## src/rtl/bus_txn_pkg.sv

```systemverilog
// Shared constants and types of the bus transaction unit
// Contract
// - Memory status selects data, stack, program space
// - First instruction word fetch uses status 1101
// - Coprocessor memory data uses 1010 or 1011
// - Address at strobe rise; segment one cycle earlier
// - Odd bytes low lanes, even bytes high lanes
// - Byte memory writes duplicate byte on both halves
// - I/O transactions last at least four cycles
// - I/O status 0010/0011, system mode held
// - 16-bit I/O address; segment lines undefined
// - I/O bytes: standard low, special high lanes
// - Coprocessor transfers: three cycles, status 1110
// - Coprocessor words; flags byte low lane, byte
// - Acknowledge lasts eight cycles, five auto waits
// - Acknowledge status by request type, read word
// - Acknowledge captures 16-bit identifier before strobe rise
// - Acknowledge samples wait at two points
// - Internal and refresh keep data strobe high
// - Internal operation: arbitrary address, read, previous mode
// - Refresh drives 9-bit row, repeats previous lines
// - Wait ignored for internal and refresh
// - Release bus while coprocessor moves memory data
// - Memory transaction lasts three cycles plus waits
// - Wait sampled before data; each low adds cycle
`default_nettype none
package bus_txn_pkg;
  typedef enum logic [2:0] {
    K_MEM = 3'h0, K_IO = 3'h1, K_COPRO = 3'h2, K_ACK = 3'h3, K_INTERNAL = 3'h4, K_REFRESH = 3'h5
  } kind_t;
  typedef enum logic [2:0] {
    S_IDLE = 3'h0, S_SEG = 3'h4, S_ADDR = 3'h1, S_HOLD = 3'h3, S_STRB = 3'h2, S_LAST = 3'h6
  } state_t;
  // Memory space selectors
  localparam logic [1:0] SP_DATA = 2'h0;
  localparam logic [1:0] SP_STACK = 2'h1;
  localparam logic [1:0] SP_PROG = 2'h2;
  localparam logic [1:0] SP_FIRST = 2'h3;
  // Status codes
  localparam logic [3:0] ST_INTERNAL = 4'h0;
  localparam logic [3:0] ST_REFRESH = 4'h1;
  localparam logic [3:0] ST_IO_STD = 4'h2;
  localparam logic [3:0] ST_IO_SPEC = 4'h3;
  localparam logic [1:0] ST_ACK_HI = 2'h1;
  localparam logic [3:0] ST_MEM_DATA = 4'h8;
  localparam logic [3:0] ST_MEM_STACK = 4'h9;
  localparam logic [3:0] ST_COP_DATA = 4'hA;
  localparam logic [3:0] ST_COP_STACK = 4'hB;
  localparam logic [3:0] ST_PROG = 4'hC;
  localparam logic [3:0] ST_FIRST = 4'hD;
  localparam logic [3:0] ST_COPRO = 4'hE;
  localparam logic [3:0] ST_IDLE = 4'hF;
  // Cycle counts: extra strobe cycles and acknowledge auto waits
  localparam logic [1:0] MEM_STRB_EXTRA = 2'h0;
  localparam logic [1:0] IO_STRB_EXTRA = 2'h1;
  localparam logic [1:0] ACK_HOLD_CYC = 2'h2;
  localparam logic [1:0] ACK_STRB_EXTRA = 2'h2;
  localparam int MEM_CYCLES = 3;
  localparam int IO_MIN_CYCLES = 4;
  localparam int ACK_MIN_CYCLES = 8;
endpackage
`default_nettype wire

```

## src/rtl/bus_lane_steer.sv

```systemverilog
// Byte lane steering for write data and read capture
`timescale 1ns/1ps
`default_nettype none
module bus_lane_steer (
  // Transaction shape
  input wire bus_txn_pkg::kind_t i_kind,
  input wire logic i_byte,
  input wire logic i_addr0,
  input wire logic i_io_special,
  // Data
  input wire logic [15:0] i_wdata,
  input wire logic [15:0] i_bus,
  output logic [15:0] o_wlane,
  output logic [15:0] o_rdata
);
  logic low;

  // Pick the lane a byte travels on
  always_comb begin
    case (i_kind)
      bus_txn_pkg::K_IO: low = !i_io_special;
      bus_txn_pkg::K_COPRO: low = 1'b1;
      default: low = i_addr0;
    endcase
  end

  // Place write data and take read data
  always_comb begin
    if (!i_byte) begin
      o_wlane = i_wdata;
      o_rdata = i_bus;
    end else begin
      if (i_kind == bus_txn_pkg::K_MEM) begin
        o_wlane = {i_wdata[7:0], i_wdata[7:0]};
      end else if (low) begin
        o_wlane = {8'h00, i_wdata[7:0]};
      end else begin
        o_wlane = {i_wdata[7:0], 8'h00};
      end
      o_rdata = low ? {8'h00, i_bus[7:0]} : {8'h00, i_bus[15:8]};
    end
  end
endmodule
`default_nettype wire

```

## src/rtl/bus_txn_unit.sv

```systemverilog
// Bus transaction sequencer driving the multiplexed bus
`timescale 1ns/1ps
`default_nettype none
module bus_txn_unit #(
  parameter bit SEGMENTED = 1'b0
) (
  // Clock and reset
  input wire logic i_ref_clk,
  input wire logic i_reset_n,
  // Request from the core
  input wire logic i_req,
  input wire bus_txn_pkg::kind_t i_kind,
  input wire logic [1:0] i_space,
  input wire logic i_copro,
  input wire logic [1:0] i_ack_type,
  input wire logic i_io_special,
  input wire logic i_write,
  input wire logic i_byte,
  input wire logic i_mode_normal,
  input wire logic [15:0] i_addr,
  input wire logic [6:0] i_seg,
  input wire logic [8:0] i_row,
  input wire logic [15:0] i_wdata,
  // Answer to the core
  output logic o_ready,
  output logic o_done,
  output logic o_rvalid,
  output logic [15:0] o_rdata,
  // Bus pins
  input wire logic [15:0] i_bus,
  input wire logic i_wait_n,
  output logic [15:0] o_bus,
  output logic o_bus_oe,
  output logic o_addr_valid_strobe_n,
  output logic o_data_strobe_n,
  output logic [3:0] o_status,
  output logic [6:0] o_seg,
  output logic o_read,
  output logic o_byte,
  output logic o_mode_normal
);
  typedef struct packed {
    bus_txn_pkg::state_t st;
    logic [1:0] cnt;
    bus_txn_pkg::kind_t kind;
    logic copro;
    logic write;
    logic byte_x;
    logic addr0;
    logic io_special;
    logic [15:0] wdata;
    logic as_n;
    logic ds_n;
    logic [3:0] status;
    logic [6:0] seg;
    logic [15:0] bus;
    logic oe;
    logic rd;
    logic bw;
    logic mode;
    logic [15:0] rdata;
    logic rvalid;
    logic done;
    logic ready;
  } regs_t;

  localparam regs_t REGS_RESET = '{
    st: bus_txn_pkg::S_IDLE, cnt: 2'h0, kind: bus_txn_pkg::K_INTERNAL, copro: 1'b0,
    write: 1'b0, byte_x: 1'b0, addr0: 1'b0, io_special: 1'b0, wdata: 16'h0000,
    as_n: 1'b1, ds_n: 1'b1, status: bus_txn_pkg::ST_IDLE, seg: 7'h00, bus: 16'h0000,
    oe: 1'b0, rd: 1'b1, bw: 1'b0, mode: 1'b0, rdata: 16'h0000, rvalid: 1'b0,
    done: 1'b0, ready: 1'b1
  };

  regs_t q;
  regs_t d;
  logic [15:0] wlane;
  logic [15:0] rsteer;
  logic moves;
  logic [3:0] req_status;

  // Lane steering on the latched transaction
  bus_lane_steer u_steer (
    .i_kind(q.kind),
    .i_byte(q.byte_x),
    .i_addr0(q.addr0),
    .i_io_special(q.io_special),
    .i_wdata(q.wdata),
    .i_bus(i_bus),
    .o_wlane(wlane),
    .o_rdata(rsteer)
  );

  // Data moves on every kind but internal and refresh
  assign moves = (q.kind != bus_txn_pkg::K_INTERNAL) && (q.kind != bus_txn_pkg::K_REFRESH);

  // Status code of an incoming request
  always_comb begin
    case (i_kind)
      bus_txn_pkg::K_MEM: begin
        case (i_space)
          bus_txn_pkg::SP_DATA: req_status = i_copro ? bus_txn_pkg::ST_COP_DATA : bus_txn_pkg::ST_MEM_DATA;
          bus_txn_pkg::SP_STACK: req_status = i_copro ? bus_txn_pkg::ST_COP_STACK : bus_txn_pkg::ST_MEM_STACK;
          bus_txn_pkg::SP_PROG: req_status = bus_txn_pkg::ST_PROG;
          default: req_status = bus_txn_pkg::ST_FIRST;
        endcase
      end
      bus_txn_pkg::K_IO: req_status = i_io_special ? bus_txn_pkg::ST_IO_SPEC : bus_txn_pkg::ST_IO_STD;
      bus_txn_pkg::K_COPRO: req_status = bus_txn_pkg::ST_COPRO;
      bus_txn_pkg::K_ACK: req_status = {bus_txn_pkg::ST_ACK_HI, i_ack_type};
      bus_txn_pkg::K_REFRESH: req_status = bus_txn_pkg::ST_REFRESH;
      default: req_status = bus_txn_pkg::ST_INTERNAL;
    endcase
  end

  // Next state of the whole unit
  always_comb begin
    d = q;
    d.done = 1'b0;
    d.rvalid = 1'b0;
    case (q.st)
      bus_txn_pkg::S_IDLE: begin
        if (i_req) begin
          d.ready = 1'b0;
          d.kind = i_kind;
          d.copro = i_copro;
          d.write = i_write;
          d.byte_x = i_byte;
          d.addr0 = i_addr[0];
          d.io_special = i_io_special;
          d.wdata = i_wdata;
          d.status = req_status;
          d.oe = 1'b1;
          d.bus = i_addr;
          d.seg = 7'h00;
          case (i_kind)
            bus_txn_pkg::K_MEM: begin
              d.rd = !i_write;
              d.bw = i_byte;
              d.mode = i_mode_normal;
              if (SEGMENTED) begin
                d.seg = i_seg;
              end
            end
            bus_txn_pkg::K_IO: begin
              d.rd = !i_write;
              d.bw = i_byte;
              d.mode = 1'b0;
            end
            bus_txn_pkg::K_COPRO: begin
              d.oe = 1'b0;
              d.rd = !i_write;
              d.bw = i_byte;
              d.mode = i_mode_normal;
            end
            bus_txn_pkg::K_ACK: begin
              d.oe = 1'b0;
              d.byte_x = 1'b0;
              d.rd = 1'b1;
              d.bw = 1'b0;
              d.mode = 1'b0;
            end
            bus_txn_pkg::K_REFRESH: begin
              d.bus = {7'h00, i_row};
            end
            default: begin
              d.rd = 1'b1;
              d.seg = i_seg;
            end
          endcase
          if (SEGMENTED && i_kind == bus_txn_pkg::K_MEM) begin
            d.st = bus_txn_pkg::S_SEG;
          end else begin
            d.st = bus_txn_pkg::S_ADDR;
            d.as_n = 1'b0;
          end
        end
      end
      bus_txn_pkg::S_SEG: begin
        d.st = bus_txn_pkg::S_ADDR;
        d.as_n = 1'b0;
      end
      bus_txn_pkg::S_ADDR: begin
        d.as_n = 1'b1;
        d.oe = 1'b0;
        if (q.kind == bus_txn_pkg::K_ACK) begin
          d.st = bus_txn_pkg::S_HOLD;
          d.cnt = bus_txn_pkg::ACK_HOLD_CYC;
        end else begin
          d.st = bus_txn_pkg::S_STRB;
          d.cnt = (q.kind == bus_txn_pkg::K_IO) ? bus_txn_pkg::IO_STRB_EXTRA : bus_txn_pkg::MEM_STRB_EXTRA;
          d.ds_n = !moves;
          d.oe = moves && q.write && !(q.copro && q.kind == bus_txn_pkg::K_MEM);
          d.bus = wlane;
        end
      end
      bus_txn_pkg::S_HOLD: begin
        if (q.cnt != 2'h0) begin
          d.cnt = q.cnt - 2'h1;
        end else if (i_wait_n) begin
          d.st = bus_txn_pkg::S_STRB;
          d.cnt = bus_txn_pkg::ACK_STRB_EXTRA;
          d.ds_n = 1'b0;
        end
      end
      bus_txn_pkg::S_STRB: begin
        if (q.cnt != 2'h0) begin
          d.cnt = q.cnt - 2'h1;
        end else if (i_wait_n || !moves) begin
          d.st = bus_txn_pkg::S_LAST;
        end
      end
      bus_txn_pkg::S_LAST: begin
        d.st = bus_txn_pkg::S_IDLE;
        d.ds_n = 1'b1;
        d.oe = 1'b0;
        d.done = 1'b1;
        d.ready = 1'b1;
        if (moves && q.rd && !(q.copro && q.kind == bus_txn_pkg::K_MEM)) begin
          d.rdata = rsteer;
          d.rvalid = 1'b1;
        end
      end
      default: begin
        d = REGS_RESET;
      end
    endcase
  end

  // State register
  always_ff @(posedge i_ref_clk or negedge i_reset_n) begin
    if (!i_reset_n) begin
      q <= REGS_RESET;
    end else begin
      q <= d;
    end
  end

  // Outputs straight from the state register
  assign o_ready = q.ready;
  assign o_done = q.done;
  assign o_rvalid = q.rvalid;
  assign o_rdata = q.rdata;
  assign o_bus = q.bus;
  assign o_bus_oe = q.oe;
  assign o_addr_valid_strobe_n = q.as_n;
  assign o_data_strobe_n = q.ds_n;
  assign o_status = q.status;
  assign o_seg = q.seg;
  assign o_read = q.rd;
  assign o_byte = q.bw;
  assign o_mode_normal = q.mode;

  // Helper counters for transaction length and wait extension
  logic [4:0] len_q;
  logic waited_q;
  always_ff @(posedge i_ref_clk or negedge i_reset_n) begin
    if (!i_reset_n) begin
      len_q <= 5'h00;
      waited_q <= 1'b0;
    end else begin
      if (q.st == bus_txn_pkg::S_IDLE || q.st == bus_txn_pkg::S_SEG) begin
        len_q <= 5'h00;
        waited_q <= 1'b0;
      end else begin
        len_q <= (len_q == 5'h1F) ? len_q : len_q + 5'h01;
        if (!i_wait_n && moves && (q.st == bus_txn_pkg::S_STRB || q.st == bus_txn_pkg::S_HOLD)) begin
          waited_q <= 1'b1;
        end
      end
    end
  end
endmodule
`default_nettype wire

```

## config.mk

```make
export PLATFORM = sky130hd
export DESIGN_NAME = bus_txn_unit
export DESIGN_NICKNAME = d
export VERILOG_FILES = /design/src/rtl/bus_txn_pkg.sv /design/src/rtl/bus_lane_steer.sv /design/src/rtl/bus_txn_unit.sv
export SDC_FILE = /design/constraint.sdc
export NUM_CORES = 1
export LEC_CHECK = 0
export ABC_CLOCK_PERIOD_IN_PS = 1800
export BUFFER_PORTS_ARGS = -buffer_cell sky130_fd_sc_hd__clkbuf_2
export CAP_MARGIN = 20
export CORE_MARGIN = 5
export CORE_UTILIZATION = 48
export CTS_BUF_LIST = sky130_fd_sc_hd__clkbuf_8
export DETAILED_ROUTE_END_ITERATION = 12
export MAX_ROUTING_LAYER = met4
export PLACE_DENSITY_LB_ADDON = 0.08
export SYNTH_ARGS = -nofsm -noshare
export SYNTH_HDL_FRONTEND = slang
export SYNTH_SLANG_ARGS = --single-unit
```

## constraint.sdc

```tcl
create_clock -name i_ref_clk -period 1.8 [get_ports i_ref_clk]
set_clock_uncertainty 0.05 [all_clocks]
set_input_delay 0.27 -clock i_ref_clk [delete_from_list [all_inputs] [get_ports i_ref_clk]]
set_output_delay 0.27 -clock i_ref_clk [all_outputs]
set_load 0.02 [all_outputs]
```

==> flow_summary.rst, run 1 <==
.. list-table::
   :header-rows: 1

   * - Metric
     - Value
   * - Result of the run
     - finished clean
   * - Via count of the first global-routing pass
     - 3744
   * - Die footprint
     - between 10000 and 15000 µm²
   * - Crit Path Max Fanout
     - 16
   * - Hold path depth
     - 2
   * - Sink Count
     - 81
   * - Biggest area contributors in the synthesized netlist
     - sky130_fd_sc_hd__dfrtp_1 41%, sky130_fd_sc_hd__buf_4 7.3%, sky130_fd_sc_hd__dfstp_2 5.3%
   * - Tot GR Track Use
     - 0.2091
   * - Internal power of the cells
     - between 5 and 6 mW
   * - Setup violation total in the final timing report
     - 0
   * - Category of cells accounting for the largest share of critical-path delay
     - simple AND/OR/NAND/NOR gates
   * - Area share of the largest cell type after synthesis
     - 0.4070
   * - Achievable frequency
     - around 590 MHz
   * - CTS tree
     - done
   * - Post-synth EDFFs
     - 0
   * - Average vias per placed instance
     - about 5.4
   * - Highest routing layer actually used
     - met4
   * - Start of the worst register-to-register path
     - q[78]
   * - Starting density of the core
     - 0.4860
   * - Final-layout setup total negative slack
     - 0 ps
   * - Number of remaining DRC errors
     - 0
   * - Async set-reset flop share out of synthesis
     - 1.000
   * - Total I/O pin count
     - 132
   * - Core Box Area
     - approximately 9100 µm²
   * - Total half-perimeter wirelength after legalization and detailed placement
     - 8.656 mm
   * - Routed wire length on met3
     - roughly 630 µm
   * - Cell with the most instances after synthesis
     - sky130_fd_sc_hd__dfrtp_1
   * - Count of unique library cells instantiated by Yosys
     - 57
   * - Hold wc startpoint
     - i_write
   * - Pin count of the biggest net entering global routing
     - 47
   * - Worst max-slew margin expressed relative to the limit
     - 0.7506
   * - Clock Tree Buf Depth
     - 2
   * - Buf/Inv on CP
     - 0
   * - Worst-skew pair later-pin latency
     - 350 ps
   * - Path category of the worst min-delay check
     - in -> reg
   * - Number of storage elements in the synthesis netlist
     - slightly above 80
   * - Clk network pwr share
     - 0.161
   * - Wire length of the first global-routing pass
     - about 18 mm
   * - WL met2
     - 5.205 mm
   * - Buffers on Ports
     - 131
   * - DIE WIDTH
     - roughly 110 µm
   * - Final weighted congestion of routability-driven global placement
     - 0.8351
   * - Crit path cell chain
     - or3b_4 > o221a_4 > nor2_1 > o22ai_1
   * - Cell Area, Synth
     - about 4400 µm²
   * - Avg Cell Area, Syn
     - between 9 and 10 µm²
   * - Diodes inserted
     - 0
   * - Fill cell instance count of the final layout
     - 850
   * - Worst Setup Slack post-DPL
     - -64.84 ps
   * - Share of power burned in registers
     - 0.355
   * - Sequential cell area
     - 2039 µm²
   * - Clock edge transition at the registers on the reported setup and hold paths
     - around 90 ps
   * - Number of standard-cell rows in the floorplan
     - 35
   * - Inserted Clock Buffers
     - 9
   * - Worst R2R End
     - o_bus[9]
   * - Setup slack after layout
     - 109.3 ps
   * - Grt total ovfl
     - 0
   * - Total wire length after detailed routing
     - 11.37 mm
   * - Combinational Power Share
     - 0.484
   * - Syn nets
     - roughly 560
   * - Cell count along the critical path
     - 4
   * - DRT antenna net count
     - 0
   * - First-pass iteration count of the detailed router
     - 4
   * - Most frequently used flop master after synthesis
     - sky130_fd_sc_hd__dfrtp_1
   * - Average wire per standard cell
     - between 15 and 20 µm
   * - Required @ worst endpoint
     - 1970 ps
   * - R2r worst-path depth
     - 4
   * - Max capacitance violation total
     - 0
   * - Fraction of layout instances using a drive strength above 1
     - 0.3744
   * - Clk root buf
     - sky130_fd_sc_hd__clkbuf_8
   * - Worst ir drop on vdd
     - 0.0007463 V
   * - Share of the cycle needed by the critical path after routing
     - 0.9393
   * - Fin nets
     - around 650
   * - Pins over their slew limit
     - 0
   * - List of most frequent post-synthesis cells
     - 72 x sky130_fd_sc_hd__dfrtp_1, 56 x sky130_fd_sc_hd__nand2_1, 43 x sky130_fd_sc_hd__buf_4
   * - Worst setup SP type
     - flip-flop
   * - Critical setup path kind
     - reg -> reg
   * - Hold Path Sink
     - o_read
   * - Highest cell delay on the worst timing path
     - 470 ps
   * - Vias after detailed routing
     - 3731
   * - Area Growth Syn to Fin
     - 19.64%
   * - Number of antenna violations at the first check in global routing
     - 0
   * - Category of the worst setup path capture point
     - flip-flop
   * - Largest area contributor in the netlist
     - sky130_fd_sc_hd__dfrtp_1
   * - Leakage power summed over all cells
     - about 2.6 nW
   * - Die H
     - 106.0 µm
   * - Max H-tree Level
     - 3
   * - Post-synthesis sequential area ratio
     - 0.4604
   * - Number of hold violations in the final report
     - 0
   * - Master of the slowest instance on the critical path
     - sky130_fd_sc_hd__dfrtp_1
   * - P_sw
     - 3.981 mW
   * - Final min period
     - 1691 ps
   * - Final Util
     - 0.5815
   * - Ys Warns
     - 0
   * - Met1 Routed Length
     - 5.394 mm
   * - Post-Synthesis Cells
     - 473
   * - Footprint of the multi-input gates
     - 1842 µm²
   * - Unrepaired setup endpoints after global routing
     - false
   * - Total power divided by cell area
     - 1768 nW/µm²
   * - Drt initial violations
     - 156
   * - Switching fraction of total power
     - 0.4252
   * - Least-Margin Pin Slew
     - approximately 370 ps
   * - Data arrival, critical path
     - 1860 ps
   * - Register-to-register setup slack
     - 110 ps
-- power groups by stage --
stage / Clock (mW) / Combinational (mW) / Sequential (mW)
final: 1.51 / 4.53 / 3.33
after global routing: 1.62 / 4.99 / 3.42
after CTS: 1.55 / 4.49 / 3.31
after detailed placement: 0 / 4.46 / 3.34
after global placement: 0 / 4.41 / 3.32
after floorplan: 0 / 3.65 / 3.18
-- cell type report --
| cell class | count | area share |
|---|---|---|
| multi-input cells | 295 | 0.3477 |
| repair buffers | 167 | 0.1852 |
| well taps | 111 | 0.02622 |
| flip-flops and latches | 81 | 0.3851 |
| clock buffers | 10 | 0.02599 |
| inverters | 18 | 0.01276 |
| clock inverters | 6 | 0.01701 |
-- cell families (layout without fill, tap and decap cells) --
family                     Yosys count  in the layout  synth area share
AOI/OAI and AO/OA                  143            143            0.2227
and+or+nand+nor                    140            140            0.1566
buffers and inverters               97            201            0.1294
DFF                                 81             81            0.4604
muxes                               10             10           0.02516
adders and majority gates            2              2          0.005652
-- what timing repair did --
action                                  CTS  global route
pin swaps                                 0             1
hold endpoints to repair                 17             0
setup buffers                             0             3
resized for setup                         2             8
endpoints found under the setup margin   14            34
cloned                                    0             0
hold buffers                              1             0
-- sequential cells by signal, summed over array words and instances (netlist names), 4 cells and up --
name      cells
o_rdata      16
o_bus        16
o_status      4
o_seg         7
q            29
-- how the worst max path moves through the flow --
stage / startpoint / to / slack (ps)
2_1_floorplan: q[73] / o_rdata[10] / 10
3_3_place_gp: q[79] / o_bus[9] / -0.4
3_5_place_dp: q[74] / o_rdata[2] / -60
4_1_cts: q[78] / o_bus[8] / 20
5_1_grt: q[75] / o_bus[8] / 7
6_report: q[78] / o_bus[9] / 110
-- routing by layer --
layer | up-vias | GRT usage
li1 | 1832 | -
met1 | 1765 | 0.2867
met2 | 119 | 0.3219
met3 | 15 | 0.03643
met4 | 0 | 0.05828
met5 | - | -
-- per-stage QoR --
stage	total power, mW	hold WS [ps]	cells	instance area [µm²]
3_5_place_dp	7.808	113.1	668	5009
3_3_place_gp	7.733	112.1	668	5009
4_1_cts	9.346	43.10	685	5246
2_1_floorplan	6.829	-75.59	473	4427
6_report	9.363	63.57	688	5296
5_1_grt	10.02	55.42	688	5296
-- cells in the final DEF, fill, tap and decap left out, types with 3 or more instances in the layout --
cell type and instances:
sky130_fd_sc_hd__a31oi_1 9, sky130_fd_sc_hd__inv_1 18, sky130_fd_sc_hd__dfstp_2 9, sky130_fd_sc_hd__mux2_2 9, sky130_fd_sc_hd__o221ai_1 9, sky130_fd_sc_hd__clkbuf_8 10
sky130_fd_sc_hd__nor3_1 6, sky130_fd_sc_hd__buf_12 4, sky130_fd_sc_hd__nand4_1 8, sky130_fd_sc_hd__o31ai_1 4, sky130_fd_sc_hd__a21oi_1 33, sky130_fd_sc_hd__o22ai_1 8
sky130_fd_sc_hd__clkbuf_2 130, sky130_fd_sc_hd__nand2_1 56, sky130_fd_sc_hd__nand3_1 4, sky130_fd_sc_hd__a22o_1 16, sky130_fd_sc_hd__o21ai_0 29, sky130_fd_sc_hd__nand2b_1 6
sky130_fd_sc_hd__buf_4 32, sky130_fd_sc_hd__a32o_1 3, sky130_fd_sc_hd__nor2_1 29, sky130_fd_sc_hd__nor2b_1 12, sky130_fd_sc_hd__o211ai_1 12, sky130_fd_sc_hd__dfrtp_1 71
No activity file was read; power rests on OpenSTA's default activity.
==> run 2: changes to the inputs <==
CORE_ASPECT_RATIO = 0.75   (was not set)
GPL_ROUTABILITY_DRIVEN = 0   (was not set)
SYNTH_HIERARCHICAL = 1   (was not set)
==> run 2 against run 1 <==
Compared with the run above: critical endpoint is now o_rdata[0]; combinational power is 4% higher; largest cell class unchanged; via count decreased by 11%; design area is 1.9% lower.
==> flow_summary.rst, run 2 <==
.. list-table::
   :header-rows: 1

   * - Metric
     - Value
   * - Result of the run
     - finished clean (unchanged)
   * - Worst ir drop on vdd
     - 0.0009731 V (was 0.0007463 V)
   * - Average wire per standard cell
     - 16.78 µm (was 16.53 µm)
   * - Number of remaining DRC errors
     - 0 (unchanged)
   * - WL met2
     - 4.343 mm (was 5.205 mm)
   * - Least-Margin Pin Slew
     - 432.1 ps (was 373.0 ps)
   * - Buffers on Ports
     - 131 (unchanged)
   * - Data arrival, critical path
     - 1980 ps (was 1860 ps)
   * - Most frequently used flop master after synthesis
     - sky130_fd_sc_hd__dfrtp_1 (unchanged)
   * - Clock Tree Buf Depth
     - 2 (unchanged)
   * - Wire length of the first global-routing pass
     - 16.61 mm (was 18.46 mm)
   * - Total wire length after detailed routing
     - 10.39 mm (was 11.37 mm)
   * - Final min period
     - 1786 ps (was 1691 ps)
   * - Syn nets
     - 485 (was 555)
   * - Clock edge transition at the registers on the reported setup and hold paths
     - 80 ps (was 90 ps)
   * - Total half-perimeter wirelength after legalization and detailed placement
     - 7.697 mm (was 8.656 mm)
   * - Ys Warns
     - 6 (was 0)
   * - Met1 Routed Length
     - 5.300 mm (was 5.394 mm)
   * - Post-synth EDFFs
     - 0 (unchanged)
   * - Post-synthesis sequential area ratio
     - 0.4704 (was 0.4604)
   * - Number of hold violations in the final report
     - 0 (unchanged)
   * - Post-Synthesis Cells
     - 403 (was 473)
   * - Total power divided by cell area
     - 1814 nW/µm² (was 1768 nW/µm²)
   * - Vias after detailed routing
     - 3333 (was 3731)
   * - Avg Cell Area, Syn
     - 10.75 µm² (was 9.359 µm²)
   * - Inserted Clock Buffers
     - 9 (unchanged)
   * - Number of storage elements in the synthesis netlist
     - 81 (unchanged)
   * - Sink Count
     - 81 (unchanged)
   * - Diodes inserted
     - 0 (unchanged)
   * - DRT antenna net count
     - 0 (unchanged)
   * - Worst setup SP type
     - flip-flop (unchanged)
   * - Count of unique library cells instantiated by Yosys
     - 55 (was 57)
   * - Buf/Inv on CP
     - 2 (was 0)
   * - Fraction of layout instances using a drive strength above 1
     - 0.4398 (was 0.3744)
   * - Routed wire length on met3
     - 678 µm (was 630 µm)
   * - Share of the cycle needed by the critical path after routing
     - 0.9924 (was 0.9393)
   * - Total chip power
     - 9.424 mW (was 9.363 mW)
   * - Worst max-slew margin expressed relative to the limit
     - 0.7100 (was 0.7506)
   * - Final-layout setup total negative slack
     - 0 ps (unchanged)
   * - Core Box Area
     - 8934 µm² (was 9109 µm²)
   * - Critical setup path kind
     - reg -> reg (unchanged)
   * - Most flop-heavy register
     - q (unchanged)
   * - Category of cells accounting for the largest share of critical-path delay
     - compound AO/OA/AOI/OAI gates (was simple AND/OR/NAND/NOR gates)
   * - Max H-tree Level
     - 3 (unchanged)
   * - Worst-skew pair later-pin latency
     - 350 ps (about the same)
   * - Master of the slowest instance on the critical path
     - sky130_fd_sc_hd__dfstp_2 (was sky130_fd_sc_hd__dfrtp_1)
   * - Area Growth Syn to Fin
     - 19.87% (was 19.64%)
   * - Largest area contributor in the netlist
     - sky130_fd_sc_hd__dfrtp_1 (unchanged)
   * - Clk root buf
     - sky130_fd_sc_hd__clkbuf_8 (unchanged)
   * - Tot GR Track Use
     - 0.1965 (was 0.2091)
   * - Total I/O pin count
     - 132 (unchanged)
   * - CTS tree
     - done (unchanged)
   * - Achievable frequency
     - 559.8 MHz (was 591.5 MHz)
   * - Required @ worst endpoint
     - 1990 ps (was 1970 ps)
   * - Grt total ovfl
     - 0 (unchanged)
   * - Max capacitance violation total
     - 0 (unchanged)
   * - First-pass iteration count of the detailed router
     - 5 (was 4)
   * - Category of the worst setup path capture point
     - flip-flop (unchanged)
   * - Async set-reset flop share out of synthesis
     - 1.000 (unchanged)
   * - Path category of the worst min-delay check
     - in -> reg (unchanged)
   * - Highest routing layer actually used
     - met4 (unchanged)
   * - Cell Area, Synth
     - 4333 µm² (was 4427 µm²)
   * - Number of standard-cell rows in the floorplan
     - 30 (was 35)
   * - Die H
     - 92.28 µm (was 106.0 µm)
   * - Fill cell instance count of the final layout
     - 799 (was 850)
   * - DIE WIDTH
     - 119.7 µm (was 106.0 µm)
   * - Highest cell delay on the worst timing path
     - 390 ps (was 470 ps)
   * - Pin count of the biggest net entering global routing
     - 38 (was 47)
   * - Number of antenna violations at the first check in global routing
     - 0 (unchanged)
   * - Max reg flops
     - 29 (unchanged)
   * - Starting density of the core
     - 0.4850 (was 0.4860)
   * - Setup violation total in the final timing report
     - 0 (unchanged)
   * - Average vias per placed instance
     - 5.384 (was 5.423)
   * - Biggest area contributors in the synthesized netlist
     - sky130_fd_sc_hd__dfrtp_1 42%, sky130_fd_sc_hd__a22o_1 10%, sky130_fd_sc_hd__buf_4 7.8% (was sky130_fd_sc_hd__dfrtp_1 41%, sky130_fd_sc_hd__buf_4 7.3%, sky130_fd_sc_hd__dfstp_2 5.3%)
   * - Die footprint
     - 11050 µm² (was 11240 µm²)
   * - Pins over their slew limit
     - 0 (unchanged)
   * - Drt initial violations
     - 296 (was 156)
   * - Cell with the most instances after synthesis
     - sky130_fd_sc_hd__dfrtp_1 (unchanged)
   * - Unrepaired setup endpoints after global routing
     - true (was false)
   * - Crit path cell chain
     - buf_4 > o21ba_4 > nor2_4 > o21ai_4 > buf_12 > mux2_2 > a22o_1 (was or3b_4 > o221a_4 > nor2_1 > o22ai_1)
   * - Via count of the first global-routing pass
     - 3177 (was 3744)
   * - Fin nets
     - 584 (was 654)
   * - List of most frequent post-synthesis cells
     - 72 x sky130_fd_sc_hd__dfrtp_1, 51 x sky130_fd_sc_hd__a22o_1, 45 x sky130_fd_sc_hd__buf_4 (was 72 x sky130_fd_sc_hd__dfrtp_1, 56 x sky130_fd_sc_hd__nand2_1, 43 x sky130_fd_sc_hd__buf_4)
   * - Most used cells in the layout excluding fill and tap cells
     - 130 x sky130_fd_sc_hd__clkbuf_2, 71 x sky130_fd_sc_hd__dfrtp_1, 51 x sky130_fd_sc_hd__a22o_1, 27 x sky130_fd_sc_hd__nor2_1, 18 x sky130_fd_sc_hd__mux2_2 (was 130 x sky130_fd_sc_hd__clkbuf_2, 71 x sky130_fd_sc_hd__dfrtp_1, 56 x sky130_fd_sc_hd__nand2_1, 33 x sky130_fd_sc_hd__a21oi_1, 32 x sky130_fd_sc_hd__buf_4)
   * - Crit Path Max Fanout
     - 8 (was 16)
   * - Final Util
     - 0.5814 (was 0.5815)
   * - Area share of the largest cell type after synthesis
     - 0.4158 (was 0.4070)
   * - Leakage power summed over all cells
     - 2.536 nW (was 2.554 nW)
   * - Most common cell after layout, fill and taps aside
     - sky130_fd_sc_hd__clkbuf_2 (unchanged)
run 2: metrics by stage:
step	hold WS, ps	setup WS, ps	std cells	cell area, µm²
2_1_floorplan	-75.59	31.81	403	4333
3_3_place_gp	169.1	11.70	601	4920
3_5_place_dp	170.2	-53.34	601	4920
4_1_cts	8.106	11.48	619	5179
5_1_grt	12.07	-47.77	619	5194
6_report	38.01	13.73	619	5194
run 2: worst reg2reg max path: cells and delay by family (launching register included):
kind,cells,cell delay (ps)
compound gates,3,580
buf+inv,2,280
mux,1,330
flops,1,390
simple gates,1,40
run 2: logic make-up (layout without fill, tap and decap cells):
logic type	after synthesis	count (layout)	synth area share
compound gates	128	128	0.2379
simple gates	94	94	0.1207
flops	81	81	0.4704
buf+inv	77	181	0.1115
mux	21	21	0.05371
fa+ha+maj	2	2	0.005774
run 2: cell type report:
class | count | area [µm²] | area share
sequential | 81 | 2039 | 0.3927
multi-input combinational | 245 | 1847 | 0.3556
timing repair buffer | 154 | 912.1 | 0.1756
tap | 112 | 140.1 | 0.02698
clock buffer | 10 | 137.6 | 0.02650
clock inverter | 6 | 76.32 | 0.01470
inverter | 11 | 41.29 | 0.007950
run 2: where the power goes:
part / internal, mW / leakage [nW] / switching [mW]
Combinational: 2.07 / 1.41 / 2.66
Sequential: 2.67 / 1.00 / 0.559
Clock: 0.803 / 0.120 / 0.658
run 2: repair_timing:
item,CTS,global route
setup endpoints to repair,15,23
hold endpoints to repair,17,0
buffers inserted,1,0
hold buffers,1,0
pin swaps,1,0
gates resized for setup,4,4
run 2: worst paths after layout:
check / start / cells past startpoint / endpoint / slack, ps
min reg2reg: q[76] / 1 / q[76] / 450
min in group asynchronous: i_reset_n / 2 / q[77] / 320
max: q[75] / 7 / o_rdata[0] / 10
min: i_write / 2 / o_read / 40
max in group asynchronous: i_reset_n / 3 / o_rdata[11] / 800
max reg2reg: q[75] / 7 / o_rdata[0] / 10
run 2: metal layers:
| metal | up-vias | global-route usage |
|---|---|---|
| li1 | 1618 | - |
| met1 | 1583 | 0.3029 |
| met2 | 126 | 0.2523 |
| met3 | 6 | 0.05672 |
| met4 | 0 | 0.04004 |
| met5 | - | - |
==> run 3: changes to the inputs <==
PLACE_DENSITY = 0.78   (was not set)
PLACE_DENSITY_LB_ADDON = not set   (was 0.08)
SETUP_SLACK_MARGIN = 0.1   (was not set)
==> run 3 against run 2 <==
Compared with the run above: flip-flop and latch count is the same; critical path depth is 1 lower; routed wire length rose by 5.7%; core utilization up 2.6 points; critical path type unchanged; largest power group unchanged; highest routed layer unchanged.
==> flow_summary.rst, run 3 (synthesis gave the netlist of run 2 again) <==
.. list-table::
   :header-rows: 1

   * - Metric
     - Value
   * - Result of the run
     - finished clean (unchanged)
   * - Inserted Clock Buffers
     - 9 (unchanged)
   * - Die H
     - 92.28 µm (unchanged)
   * - Drt initial violations
     - 306 (was 296)
   * - DRT antenna net count
     - 0 (unchanged)
   * - Total power divided by cell area
     - 1820 nW/µm² (was 1814 nW/µm²)
   * - Buffers on Ports
     - 131 (unchanged)
   * - Via count of the first global-routing pass
     - 3436 (was 3177)
   * - Max reg flops
     - 29 (unchanged)
   * - Path category of the worst min-delay check
     - in -> reg (unchanged)
   * - Worst-case hold slack
     - 53.71 ps (was 38.01 ps)
   * - Crit path cell chain
     - nand4bb_1 > o21ai_2 > o21ai_4 > buf_12 > mux2_4 > a22o_1 (was buf_4 > o21ba_4 > nor2_4 > o21ai_4 > buf_12 > mux2_2 > a22o_1)
   * - Die footprint
     - 11050 µm² (unchanged)
   * - Number of standard-cell rows in the floorplan
     - 30 (unchanged)
   * - Required @ worst endpoint
     - 1980 ps (was 1990 ps)
   * - Clock edge transition at the registers on the reported setup and hold paths
     - 80 ps (about the same)
   * - Number of antenna violations at the first check in global routing
     - 0 (unchanged)
   * - Total wire length after detailed routing
     - 10.98 mm (was 10.39 mm)
   * - Highest cell delay on the worst timing path
     - 560 ps (was 390 ps)
   * - DIE WIDTH
     - 119.7 µm (unchanged)
   * - Average wire per standard cell
     - 17.60 µm (was 16.78 µm)
   * - Fin nets
     - 589 (was 584)
   * - Final min period
     - 1783 ps (was 1786 ps)
   * - Tot GR Track Use
     - 0.2009 (was 0.1965)
   * - Average vias per placed instance
     - 5.492 (was 5.384)
   * - Max H-tree Level
     - 3 (unchanged)
   * - Master of the slowest instance on the critical path
     - sky130_fd_sc_hd__dfstp_2 (unchanged)
   * - Category of the worst setup path capture point
     - flip-flop (unchanged)
   * - CTS tree
     - done (unchanged)
   * - Max capacitance violation total
     - 0 (unchanged)
   * - Core Box Area
     - 8934 µm² (unchanged)
   * - Data arrival, critical path
     - 1960 ps (was 1980 ps)
   * - Sequential cell area
     - 2041 µm² (was 2039 µm²)
   * - Grt total ovfl
     - 0 (unchanged)
   * - Critical setup path kind
     - reg -> reg (unchanged)
   * - Sink Count
     - 81 (unchanged)
   * - Worst ir drop on vdd
     - 0.0009799 V (was 0.0009731 V)
   * - Crit Path Max Fanout
     - 8 (unchanged)
   * - Most common cell after layout, fill and taps aside
     - sky130_fd_sc_hd__clkbuf_2 (unchanged)
   * - Clk root buf
     - sky130_fd_sc_hd__clkbuf_8 (unchanged)
   * - Vias after detailed routing
     - 3427 (was 3333)
   * - Worst setup SP type
     - flip-flop (unchanged)
   * - Total I/O pin count
     - 132 (unchanged)
   * - Pins over their slew limit
     - 0 (unchanged)
   * - Most used cells in the layout excluding fill and tap cells
     - 130 x sky130_fd_sc_hd__clkbuf_2, 70 x sky130_fd_sc_hd__dfrtp_1, 51 x sky130_fd_sc_hd__a22o_1, 27 x sky130_fd_sc_hd__nor2_1, 18 x sky130_fd_sc_hd__buf_4 (was 130 x sky130_fd_sc_hd__clkbuf_2, 71 x sky130_fd_sc_hd__dfrtp_1, 51 x sky130_fd_sc_hd__a22o_1, 27 x sky130_fd_sc_hd__nor2_1, 18 x sky130_fd_sc_hd__mux2_2)
   * - Leakage power summed over all cells
     - 2.621 nW (was 2.536 nW)
   * - Total half-perimeter wirelength after legalization and detailed placement
     - 8.057 mm (was 7.697 mm)
   * - Category of cells accounting for the largest share of critical-path delay
     - flip-flops (was compound AO/OA/AOI/OAI gates)
   * - Pin count of the biggest net entering global routing
     - 40 (was 38)
   * - Setup violation total in the final timing report
     - 0 (unchanged)
   * - Worst max-slew margin expressed relative to the limit
     - 0.6125 (was 0.7100)
   * - Number of hold violations in the final report
     - 0 (unchanged)
   * - Achievable frequency
     - 560.9 MHz (was 559.8 MHz)
   * - Most flop-heavy register
     - q (unchanged)
   * - Area Growth Syn to Fin
     - 25.27% (was 19.87%)
   * - Number of remaining DRC errors
     - 0 (unchanged)
   * - Starting density of the core
     - 0.4850 (unchanged)
   * - Unrepaired setup endpoints after global routing
     - true (unchanged)
   * - Least-Margin Pin Slew
     - 574.0 ps (was 432.1 ps)
   * - Wire length of the first global-routing pass
     - 17.43 mm (was 16.61 mm)
   * - Buf/Inv on CP
     - 1 (was 2)
   * - Fill cell instance count of the final layout
     - 734 (was 799)
   * - Fraction of layout instances using a drive strength above 1
     - 0.5117 (was 0.4398)
   * - Clock Tree Buf Depth
     - 2 (unchanged)
   * - First-pass iteration count of the detailed router
     - 5 (unchanged)
   * - Footprint of the multi-input gates
     - 2027 µm² (was 1847 µm²)
   * - Worst-skew pair later-pin latency
     - 340 ps (was 350 ps)
   * - Diodes inserted
     - 0 (unchanged)
   * - Share of the cycle needed by the critical path after routing
     - 0.9905 (was 0.9924)
   * - Total chip power
     - 9.879 mW (was 9.424 mW)
run 3: cell count changes in the layout (fill, tap and decap cells not counted), sizes merged:
cell,before,now
clkbuf,140,142
clkinv,2,3
inv,13,11
clkinvlp,0,1
nand2,17,18
buf,23,26
bufinv,2,1
run 3: area by class of cell:
class / instances / share of cell area
clock buffers: 11 / 0.02789
clock inverters: 5 / 0.01014
inverters: 11 / 0.007607
multi-input cells: 246 / 0.3734
flip-flops and latches: 81 / 0.3760
well taps: 112 / 0.02582
repair buffers: 158 / 0.1791
run 3: what timing repair did:
action | in CTS | in global routing
cloned | 0 | 2
hold buffers | 1 | 0
setup endpoints to repair | 26 | 42
pin swaps | 3 | 23
endpoints found under the hold margin | 24 | 0
setup buffers | 3 | 1
resized for setup | 7 | 43
run 3: worst register-to-register path, stage by stage, from the launching register on:
cell and delay (ps):
sky130_fd_sc_hd__dfstp_2 560, sky130_fd_sc_hd__nand4bb_1 140, sky130_fd_sc_hd__o21ai_2 90, sky130_fd_sc_hd__o21ai_4 150, sky130_fd_sc_hd__buf_12 150, sky130_fd_sc_hd__mux2_4 300, sky130_fd_sc_hd__a22o_1 230
run 3: metrics by stage:
stage	util	setup WS [ps]	TNS [ps]	cell area, µm²	std cells
3_3_place_gp	0.5520	14.48	0	4931	601
6_report	0.6076	17.04	0	5428	624
2_1_floorplan	-	65.00	0	4360	403
5_1_grt	0.6076	-53.86	-351.4	5428	624
4_1_cts	0.5825	12.19	0	5204	621
3_5_place_dp	0.5520	-29.27	-203.3	4931	601
run 3: path summary, 6_finish.rpt:
check / startpoint / to / slack (ps) / cells after the start
max in group asynchronous: i_reset_n / o_status[0] / 800 / 3
min: i_write / o_read / 50 / 2
max: q[75] / o_rdata[5] / 20 / 6
min in group asynchronous: i_reset_n / o_bus[12] / 310 / 2
min reg2reg: o_rdata[1] / o_rdata[1] / 460 / 1
max reg2reg: q[75] / o_rdata[5] / 20 / 6
run 3: routing by layer:
metal | GRT usage | up-vias | wire [µm]
li1 | - | 1637 | -
met1 | 0.2927 | 1664 | 5295
met2 | 0.2899 | 118 | 4880
met3 | 0.04501 | 8 | 713
met4 | 0.04004 | 0 | 91
met5 | - | - | 0
run 3: power by group:
part	leakage (nW)	internal [mW]	switching (mW)	total, mW
logic	1.51	2.34	2.91	5.25
clock network	0.107	0.713	0.659	1.37
registers	1.00	2.68	0.578	3.25
